--- config.mk ---
export PLATFORM = sky130hd
export DESIGN_NAME = tidl_core
export DESIGN_NICKNAME = d
export VERILOG_FILES = /design/src/rtl/tidl_core.v
export VERILOG_INCLUDE_DIRS = /design/src /design/src/rtl
export SDC_FILE = /design/constraint.sdc
export NUM_CORES = 1
export LEC_CHECK = 0
export BUFFER_PORTS_ARGS = -buffer_cell sky130_fd_sc_hd__clkbuf_2
export CAP_MARGIN = 5
export CORE_ASPECT_RATIO = 1.2
export CORE_MARGIN = 2
export CORE_UTILIZATION = 25
export CTS_BUF_LIST = sky130_fd_sc_hd__clkbuf_8
export DETAILED_ROUTE_END_ITERATION = 8
export GPL_TIMING_DRIVEN = 0
export PLACE_DENSITY = 0.42
export SLEW_MARGIN = 10
export SYNTH_ARGS = -nofsm -noshare
export SYNTH_HDL_FRONTEND = slang
export SYNTH_SLANG_ARGS = --single-unit
--- constraint.sdc ---
create_clock -name pclk -period 2.95 [get_ports pclk]
set_clock_uncertainty 0.05 [all_clocks]
set_input_delay 0.1475 -clock pclk [delete_from_list [all_inputs] [get_ports pclk]]
set_output_delay 0.1475 -clock pclk [all_outputs]
set_load 0.05 [all_outputs]
--- src/rtl/tidl_map.vh ---
// Constant map of the time interval digitizer logic: offsets, fields, resets and timing counts.
`ifndef TIDL_MAP_VH
`define TIDL_MAP_VH

// ----------------------------------------------------------------------
// Register offsets (byte addresses)
// ----------------------------------------------------------------------
`define TIDL_OFF_CTRL        12'h000
`define TIDL_OFF_STATUS      12'h004
`define TIDL_OFF_FIRST_LO    12'h008
`define TIDL_OFF_FIRST_HI    12'h00C
`define TIDL_OFF_SECOND_LO   12'h010
`define TIDL_OFF_SECOND_HI   12'h014
`define TIDL_OFF_CLEAR       12'h018

// ----------------------------------------------------------------------
// Control register fields
// ----------------------------------------------------------------------
`define TIDL_CTRL_ENA_BIT    0
`define TIDL_CTRL_RANGE_LSB  4
`define TIDL_CTRL_RANGE_MSB  7
`define TIDL_CTRL_SEN_LSB    8
`define TIDL_CTRL_SEN_MSB    11
`define TIDL_CTRL_RESET      32'h00000000

// ----------------------------------------------------------------------
// Clear register fields and status fields
// ----------------------------------------------------------------------
`define TIDL_CLR_FIRST_BIT   0
`define TIDL_CLR_SECOND_BIT  1
`define TIDL_ST_BUSY_BIT     0
`define TIDL_ST_FIRST_BIT    1
`define TIDL_ST_SECOND_BIT   2
`define TIDL_ST_OVR_BIT      3
`define TIDL_ST_SEN_BIT      4

// ----------------------------------------------------------------------
// Widths and arithmetic
// ----------------------------------------------------------------------
`define TIDL_STRETCH_K       2048
`define TIDL_FINE_W          12
`define TIDL_FINE_BITS       11
`define TIDL_MAIN_W          24
`define TIDL_RESULT_W        35
`define TIDL_RANGE_NUM       10
`define TIDL_MASTER_PS       20000
`define TIDL_LSB_FS          9766

`endif

--- src/rtl/tidl_core.v ---
// Counting, arithmetic and result registers of the time interval digitizer.
`include "tidl_map.vh"

// Functional notes
// - Interval split: start fine, coarse, stop fine.
// - Stretch factor 2048 on 20 ns clock.
// - Result equals N1/k plus N12 minus N2/k.
// - Coarse count includes each clock unambiguously.
// - Eight ranges (settings 7 and up all full scale), largest 340 ms, 9.76 ps.
// - First register shifts into second register.
// - Results hold until own register cleared.
// - Second register drives 35 indicator outputs.
// - Start accepted only when enabled, unvetoed.
// - Start gate high counts start scaler.
// - Start gate begins the main coarse burst.
// - Preset main count raises stop enable.
// - Stop pulses before stop enable ignored.
// - Stop gate high counts stop scaler.
// - Stop gate leading edge ends coarse count.
// - Add start count to complemented stop count.
// - Carries from bits 11, 12 join main.
// - Result: main scaler above eleven fine bits.
// - Completion transfers result, clears scalers, logic.
// - Inputs inhibited while conversion busy.
// - Overrun flagged when interval exceeds range.
// - Host reads, clears second; request while full.
module tidl_core (
    input  wire        pclk,
    input  wire        presetn,
    input  wire        psel,
    input  wire        penable,
    input  wire        pwrite,
    input  wire [11:0] paddr,
    input  wire [31:0] pwdata,
    output reg  [31:0] prdata,
    output reg         pready,
    output reg         pslverr,
    input  wire        start_gate,
    input  wire        stop_gate,
    input  wire        veto,
    output reg         start_busy,
    output reg         stop_busy,
    output reg         stop_enable,
    output reg  [34:0] indicator,
    output reg         service_request,
    output reg         overrun
);

// ----------------------------------------------------------------------
// State codes
// ----------------------------------------------------------------------
localparam [2:0] ST_IDLE  = 3'd0;
localparam [2:0] ST_START = 3'd1;
localparam [2:0] ST_WAIT  = 3'd2;
localparam [2:0] ST_STOP  = 3'd3;
localparam [2:0] ST_ADD   = 3'd4;
localparam [2:0] ST_STORE = 3'd5;

// ----------------------------------------------------------------------
// Input synchronisers
// ----------------------------------------------------------------------
reg  [2:0]  sync_a;
reg  [2:0]  sync_b;
wire        start_s = sync_b[0];
wire        stop_s  = sync_b[1];
wire        veto_s  = sync_b[2];

always @(posedge pclk or negedge presetn) begin
    if (!presetn) begin
        sync_a <= 3'h0;
        sync_b <= 3'h0;
    end else begin
        sync_a <= {veto, stop_gate, start_gate};
        sync_b <= sync_a;
    end
end

// ----------------------------------------------------------------------
// Registers and scalers
// ----------------------------------------------------------------------
reg  [31:0] ctrl;
reg  [2:0]  state;
reg  [11:0] start_cnt;
reg  [11:0] stop_cnt;
reg  [23:0] main_cnt;
reg  [12:0] add_sum;
reg  [34:0] first_reg;
reg         first_full;
reg         second_full;
reg         stop_s_d;
reg  [23:0] stop_preset;
reg  [23:0] range_limit;

wire        enabled  = ctrl[`TIDL_CTRL_ENA_BIT];
wire [3:0]  range_sel = ctrl[`TIDL_CTRL_RANGE_MSB:`TIDL_CTRL_RANGE_LSB];
wire [3:0]  sen_sel  = ctrl[`TIDL_CTRL_SEN_MSB:`TIDL_CTRL_SEN_LSB];
wire        wr_en    = psel & penable & pwrite;
wire        clr_wr   = wr_en & (paddr == `TIDL_OFF_CLEAR);
wire        clr_first  = clr_wr & pwdata[`TIDL_CLR_FIRST_BIT];
wire        clr_second = clr_wr & pwdata[`TIDL_CLR_SECOND_BIT];
wire [12:0] fine_sum = {1'b0, start_cnt} + {1'b0, ~stop_cnt};
wire [1:0]  carries  = {add_sum[12], add_sum[11]};

// Range tables: coarse count reached for each switch position.
always @* begin
    stop_preset = {20'h00000, sen_sel} << (2 * sen_sel);
    if (range_sel >= 4'd9)
        range_limit = 24'hFFFFFF;
    else
        range_limit = (24'h000400 << (2 * range_sel)) - 24'h000001;
end

// ----------------------------------------------------------------------
// Conversion sequencer
// ----------------------------------------------------------------------
always @(posedge pclk or negedge presetn) begin
    if (!presetn) begin
        state       <= ST_IDLE;
        start_cnt   <= 12'h000;
        stop_cnt    <= 12'h000;
        main_cnt    <= 24'h000000;
        add_sum     <= 13'h0000;
        first_reg   <= 35'h0;
        first_full  <= 1'b0;
        second_full <= 1'b0;
        indicator   <= 35'h0;
        stop_enable <= 1'b0;
        start_busy  <= 1'b0;
        stop_busy   <= 1'b0;
        overrun     <= 1'b0;
        stop_s_d    <= 1'b0;
        service_request <= 1'b0;
    end else begin
        stop_s_d <= stop_s;
        overrun  <= 1'b0;
        case (state)
            ST_IDLE: begin
                start_cnt   <= 12'h000;
                stop_cnt    <= 12'h000;
                main_cnt    <= 24'h000000;
                stop_enable <= 1'b0;
                if (start_s && enabled && !veto_s && !first_full) begin
                    state      <= ST_START;
                    start_busy <= 1'b1;
                    stop_busy  <= 1'b1;
                    start_cnt  <= 12'h001;
                end
            end
            ST_START, ST_WAIT: begin
                if (start_s)
                    start_cnt <= start_cnt + 12'h001;
                main_cnt <= main_cnt + 24'h000001;
                if (main_cnt >= stop_preset)
                    stop_enable <= 1'b1;
                if (stop_enable && stop_s && !stop_s_d) begin
                    state    <= ST_STOP;
                    main_cnt <= main_cnt;
                    stop_cnt <= 12'h001;
                end else if (main_cnt == 24'hFFFFFF) begin
                    overrun <= 1'b1;
                    state   <= ST_IDLE;
                    stop_enable <= 1'b0;
                    start_busy <= 1'b0;
                    stop_busy  <= 1'b0;
                end else if (!start_s)
                    state <= ST_WAIT;
            end
            ST_STOP: begin
                if (stop_s)
                    stop_cnt <= stop_cnt + 12'h001;
                else if (!start_s)
                    state <= ST_ADD;
                if (start_s)
                    start_cnt <= start_cnt + 12'h001;
            end
            ST_ADD: begin
                add_sum <= fine_sum + 13'h0001;
                state   <= ST_STORE;
            end
            ST_STORE: begin
                first_reg  <= {main_cnt + {22'h0, carries}, add_sum[10:0]};
                first_full <= 1'b1;
                overrun    <= (main_cnt > range_limit);
                state      <= ST_IDLE;
                stop_enable <= 1'b0;
                start_busy <= 1'b0;
                stop_busy  <= 1'b0;
            end
            default: state <= ST_IDLE;
        endcase
        if (first_full && !second_full && state != ST_STORE) begin
            indicator   <= first_reg;
            second_full <= 1'b1;
            first_full  <= 1'b0;
        end else begin
            if (clr_first && state != ST_STORE)
                first_full <= 1'b0;
            if (clr_second) begin
                second_full <= 1'b0;
                indicator   <= 35'h0;
            end
        end
        service_request <= second_full & ~clr_second;
    end
end

// ----------------------------------------------------------------------
// APB slave
// ----------------------------------------------------------------------
always @(posedge pclk or negedge presetn) begin
    if (!presetn) begin
        ctrl    <= `TIDL_CTRL_RESET;
        prdata  <= 32'h00000000;
        pready  <= 1'b0;
        pslverr <= 1'b0;
    end else begin
        pready  <= psel & ~penable;
        pslverr <= 1'b0;
        if (psel && !penable) begin
            if (paddr == `TIDL_OFF_CTRL)
                prdata <= {20'h00000, ctrl[11:0]};
            else if (paddr == `TIDL_OFF_STATUS)
                prdata <= {27'h0, stop_enable, overrun, second_full, first_full, start_busy};
            else if (paddr == `TIDL_OFF_FIRST_LO)
                prdata <= first_reg[31:0];
            else if (paddr == `TIDL_OFF_FIRST_HI)
                prdata <= {29'h0, first_reg[34:32]};
            else if (paddr == `TIDL_OFF_SECOND_LO)
                prdata <= indicator[31:0];
            else if (paddr == `TIDL_OFF_SECOND_HI)
                prdata <= {29'h0, indicator[34:32]};
            else if (paddr == `TIDL_OFF_CLEAR)
                prdata <= 32'h00000000;
            else begin
                prdata  <= 32'h00000000;
                pslverr <= 1'b1;
            end
        end
        if (wr_en && pready && paddr == `TIDL_OFF_CTRL)
            ctrl <= {20'h00000, pwdata[11:0]};
    end
end

endmodule // tidl_core

## After elaboration in Yosys (flattened, before gate mapping)

Cells that the tools add are included.

- Bits in registers: 193
- Output and inout bits: 74
- Logic and storage cells: 145

- Add/subtract/negate cells: 7
- $lt $le $gt $ge: 3
- Eq/ne operators: 22
- Shifts and indexed selects: 2
- Multiplexer cells: 48
- Bitwise operators: 10
- Reduce and logical (&&, ||, !) cells: 33

Operators by type and width:

| kind | number |
|---|---|
| 2-to-1 mux 32 bit | 5 |
| 2-to-1 mux 35 bit | 2 |
| 2-to-1 mux 24 bit | 2 |
| one-hot mux 24 bit (2 select lines) | 1 |
| equality test 12 x 5 -> 1 bit, second input constant | 3 |
| 2-to-1 mux 12 bit | 3 |
| one-hot mux 12 bit (3 select lines) | 1 |
| adder 12 x 1 -> 12 bit, second input constant | 2 |
| adder 24 x 1 -> 24 bit, second input constant | 1 |
| adder 24 x 2 -> 24 bit | 1 |
| equality test 12 x 4 -> 1 bit, second input constant | 2 |
| equality test 24 bit, second input constant | 1 |
| greater-or-equal comparator 24 bit | 1 |
| greater-than comparator 24 bit | 1 |
| one-hot mux 12 bit (2 select lines) | 1 |
| << shifter 11 x 5 -> 24 bit, first input constant | 1 |
| << shifter 4 x 5 -> 24 bit | 1 |
| subtractor 24 x 1 -> 24 bit, second input constant | 1 |
| 2-to-1 mux 1 bit | 22 |
| 2-to-1 mux 3 bit | 7 |
| != test 2 bit, second input constant | 7 |
| adder 12 x 12 -> 13 bit | 1 |
| adder 13 x 1 -> 13 bit, second input constant | 1 |
| equality test 12 x 3 -> 1 bit, second input constant | 1 |
| 24 further kinds | 56 |

## Logic depth before layout (Yosys ltp)

- Depth after elaboration: 9
- Gate-level depth with buffers: 15
- Gate-level depth less buffers: 13

## Worst setup path before layout

OpenSTA, ideal clock, no wires.

- Path type: flip-flop to flip-flop
- From: register ctrl[4]
- To: register overrun
- Library setup time: 0.128 ns
- Arrival time: 2.860 ns
- Data required time: 2.772 ns
- Path slack: -0.088 ns
- Cell stages (with the launch flop): 13
- Period minus slack after synthesis: 3.038 ns
- Cells stage by stage: dfrtp_1 clkbuf_1 or2_2 or3_1 ha_1 clkbuf_1 or3_1 o21ai_0 ha_1 a21o_1 a221oi_1 a211o_1 o21ai_0

- Cells in the longest elaborated chain, start to end: 5
- Elaborated cells on any way between the ends: 6
- Those cells by class: add/sub: 1; order compare: 2; shift: 1; mux: 2

Ends and longest elaborated chain:

| item | RTL line | source |
|---|---|---|
| start: declaration | tidl_core.v:81 | `reg [31:0] ctrl;` |
| start signal: assignment | tidl_core.v:212 | `` ctrl <= `TIDL_CTRL_RESET; `` |
| start signal: assignment | tidl_core.v:240 | `ctrl <= {20'h00000, pwdata[11:0]};` |
| << shifter 11 x 5 -> 24 bit | tidl_core.v:110 | `range_limit = (24'h000400 << (2 * range_sel)) - 24'h000001;` |
| subtractor 24 x 1 -> 24 bit | tidl_core.v:110 |  |
| 2-to-1 mux 24 bit (*) | tidl_core.v:107 | `if (range_sel >= 4'd9)` |
| greater-than comparator 24 bit (*) | tidl_core.v:183 | `overrun <= (main_cnt > range_limit);` |
| one-hot mux 1 bit (2 select lines) (*) | tidl_core.v:136 | `case (state)` |
| end signal: assignment | tidl_core.v:183 |  |
| end: declaration | tidl_core.v:46 | `output reg overrun` |

Mark *: on every way between the ends. The rest lies on a longest branch, timed or not.
A chain may end at the register's enable or synchronous reset.

## Worst setup path after layout

- From: register ctrl[5]
- To: register overrun

The elaborated chain is that of the path after synthesis.

==> results by stage <==
Global routing:
- The total congestion overflow is 0.
- The via count of the first global-routing pass is 8536.
- The first global-routing pass estimated 49.95 mm of wire.
- The number of antenna violations at the first check in global routing is 0.
- The total global routing track utilization is 0.1510.
- The largest net degree at the start of global routing is 86.

STA:
- The count of endpoints failing hold in the final timing report is 0.
- Of the available clock period, the critical path in the final layout requires 1.022.
- The transition at the pin with the smallest max-transition slack is 0.8746 ns.
- The clock period minus worst slack is 3.016 ns.
- Setup violations remaining at the end of the flow were counted as 1.
- The final setup slack of the worst path is -0.06564 ns.
- The count of final max-slew check failures is 0.
- The fmax is 0.3316 GHz.
- Setup repair after global routing could not meet its margin everywhere.
- The remaining max-slew budget at the tightest pin is 0.4157.

Worst setup path:
- The nature of the critical path startpoint is a register.
- The critical path is of the reg -> reg type.
- The cell type with the highest occurrence count on the critical path is or3_4.
- The data arrival time of the critical path is 3.35 ns.
- The worst reg2reg path startpoint is ctrl[5].
- The critical path starts at ctrl[5].
- The worst register-to-register path has a setup slack of -0.07 ns.
- Along the worst path, the maximum fanout reaches 5.
- The largest incremental delay on the critical path is 0.43 ns.
- Following the worst setup path forward leads to its endpoint at overrun.
- STA classifies the critical path endpoint as a register.
- Walking the worst path, the cells encountered are or2_4, or3_4, ha_4, buf_8, or3_4, o21ai_2, ha_1, a21o_1, a221oi_2, a211o_1, o21ai_1.
- The cell family contributing the most delay on the critical path is simple AND/OR/NAND/NOR gates.
- The critical path crosses 11 cells after its start point.
- The endpoint of the worst-slack reg-to-reg timing path is overrun.
- Counting cells, the worst reg-to-reg path comes to 11.
- The number of buffers and inverters on the critical path is 1.
- The endpoint required time on the critical path is 3.28 ns.
- The cell with the largest stage delay on the worst path is dfrtp_1.

Synth:
- The number of synthesized register bits is 193.
- Among all flip-flop cells after synthesis, the most frequent one is dfrtp_1.
- Of all cell types, the one taking the most synthesized area is dfrtp_1.
- The sequential area share after synthesis is 0.4660.
- The synthesized netlist occupies a cell area of 10360 um2.
- The synthesis warning total is 0.
- In the synthesized netlist the async set-or-reset flop fraction comes to 1.000.
- The number of different library cells used by synthesis comes to 75.
- Counting flops with a built-in enable in the synthesized netlist gives 0.
- A synthesized cell averages 9.927 um2.
- The fraction of post-synthesis cell area in the top cell type by area is 0.4660.
- The number of instances in the synthesized netlist is 1044.
- By area the synthesized netlist is led by dfrtp_1 (47%), ha_1 (6.6%), nor2_1 (4.6%).

Drt:
- For this block, the routed nets add up to 31.70 mm of wire.
- For this block, the via count after detailed routing is 8343.
- The first routing iteration left 503 violations.
- The remaining antenna violation count is 0.
- The first detailed-routing pass ran for 5 iterations.
- After detailed routing, the number of remaining DRC violations is 0.
- The per-cell via count in the routed design is 4.767.
- In the final routed layout, each cell accounts on average for 18.11 um.

Finish:
- From synthesis to final layout, the design area changed by 20.48%.
- After the last flow step, the layout net total stands at 1307.
- The number of inserted diodes is 0.
- The share of cells above drive strength 1 is 0.1949.
- The share of the core filled with cells is 0.3057.

Floorplan:
- The area of the core is 40840 um2.
- The total I/O pin count is 126.
- The die width is 189.9 um.
- The die covers 43110 um2.
- The starting density of the core is 0.2537.
- After floorplanning, the core was divided into 81 placement rows.
- The die is 227.0 um tall.

Outcome:
- The run finished, with violations left.
- The final reports fail on negative setup slack.

Pwr:
- The worst ir drop on vdd is 0.3212 mV.
- For this design the static power due to leakage is 0.005571 uW.
- Power comes to 7904 uW.
- In this run the power density over the cells is 633.1 nW/um2.

Placement:
- In this run the tool buffered the top-level ports with 103 buffer cells.
- The total half-perimeter wirelength after legalization and detailed placement is 24.12 mm.
- The final estimated routing congestion in global placement is 0.7864.

Clock network:
- The number of H-tree levels is 4.
- Clock-pin slew was measured on the worst setup and hold paths at 0.11 ns.
- TritonCTS built the clock tree.
- The clock tree root driver cell is clkbuf_8.
- The later pin in the worst-skew pair is clocked with a latency of 0.51 ns.
- The number of buffers inserted during clock tree synthesis is 17.
- The maximum buffer depth of the clock tree is 2.
- The TritonCTS sink count is 193.

Hold path:
- The class of the tightest hold or removal check is in -> async.

Flow run:
- The max capacitance violation total is 0.
-- logic make-up after synthesis --
kind of cell | Yosys count | synth area share
multiplexers | 29 | 0.03139
AO/OA/AOI/OAI | 238 | 0.1613
buffers and inverters | 83 | 0.03501
XOR/XNOR | 68 | 0.05747
AND/OR/NAND/NOR | 369 | 0.1729
other | 2 | 0.0007246
flip-flops | 193 | 0.4660
adder cells (fa/ha/maj) | 62 | 0.07521
-- Yosys cell counts, types with 3 or more instances --
cell type	instances
dfrtp_1	193
nor2_1	127
nand2_1	99
o21ai_0	64
ha_1	55
a21oi_1	39
a22o_1	36
clkbuf_1	36
xnor2_1	35
xor2_1	33
nand3_1	30
mux2_2	28
inv_1	26
a221oi_1	22
nand4_1	17
nor3_1	16
and3_1	14
nand2b_1	13
a211oi_1	12
buf_2	11
nor2b_1	10
a222oi_1	9
a21o_1	6
a31oi_1	6
buf_4	6
o21ai_1	6
and4_1	5
nor3_2	5
o31ai_1	5
or2_2	5
maj3_1	4
o211ai_1	4
or3_1	4
a22oi_1	3
and2_1	3
nor4_2	3
o22a_1	3
-- report_power, final --
part | switching (uW) | internal [uW]
registers | 300 | 2940
clock network | 1040 | 1100
logic | 1610 | 922
-- worst min-delay path by stage --
stage | endpoint | slack [ns]
after global routing | indicator[26] | 0.08
after CTS | prdata[15] | 0.05
after global placement | sync_a[2] | 0.21
after floorplan | add_sum[0] | -0.20
after detailed placement | indicator[26] | 0.07
final | indicator[26] | 0.08
-- area by class of cell --
cell class	instances	area, um2
well taps	539	674.4
fillers	4322	28360
multi-input cells	774	5280
clock inverters	12	221.5
inverters	27	101.3
plain buffers	55	271.5
repair buffers	130	832.0
flip-flops and latches	193	4830
clock buffers	20	275.3
-- through the flow --
| step | hold WS [ns] | TNS, ns | instances | instance area, um2 | setup WS, ns |
|---|---|---|---|---|---|
| 2_1_floorplan | -0.1981 | 0 | 1050 | 10420 | 0.006679 |
| 4_1_cts | 0.04762 | -0.02791 | 1748 | 12440 | -0.02791 |
| 6_report | 0.07591 | -0.06564 | 1750 | 12490 | -0.06564 |
| 5_1_grt | 0.07517 | -0.1464 | 1750 | 12490 | -0.1464 |
| 3_3_place_gp | 0.2097 | -500.31 | 1692 | 11610 | -2.612 |
| 3_5_place_dp | 0.06622 | -0.3538 | 1694 | 11670 | -0.3538 |
-- placed cells by master (no fill, tap or decap), types with 26 or more instances in the layout --
cell / Yosys / layout
a21oi_1: 39 / 38
a22o_1: 36 / 36
clkbuf_1: 36 / 32
clkbuf_2: 0 / 104
dfrtp_1: 193 / 193
ha_1: 55 / 53
inv_1: 26 / 26
mux2_2: 28 / 28
nand2_1: 99 / 97
nand3_1: 30 / 29
nor2_1: 127 / 127
o21ai_0: 64 / 59
xnor2_1: 35 / 35
xor2_1: 33 / 33
-- layer usage --
| metal | share of wire | global-route usage |
|---|---|---|
| met5 | 0 | 0 |
| met4 | 0.014 | 0.03876 |
| met3 | 0.029 | 0.02343 |
| met2 | 0.51 | 0.2676 |
| met1 | 0.45 | 0.1914 |
-- timing repair --
action                                 in CTS  in global routing
gates resized for setup                    15                  7
gates cloned                                0                  1
setup endpoints to repair                   1                  2
endpoints found under the hold margin     126                  0
setup buffers                               3                  2
hold buffers                               19                  0
pin swaps                                   7                 13
(Power assumes the default switching activity.)
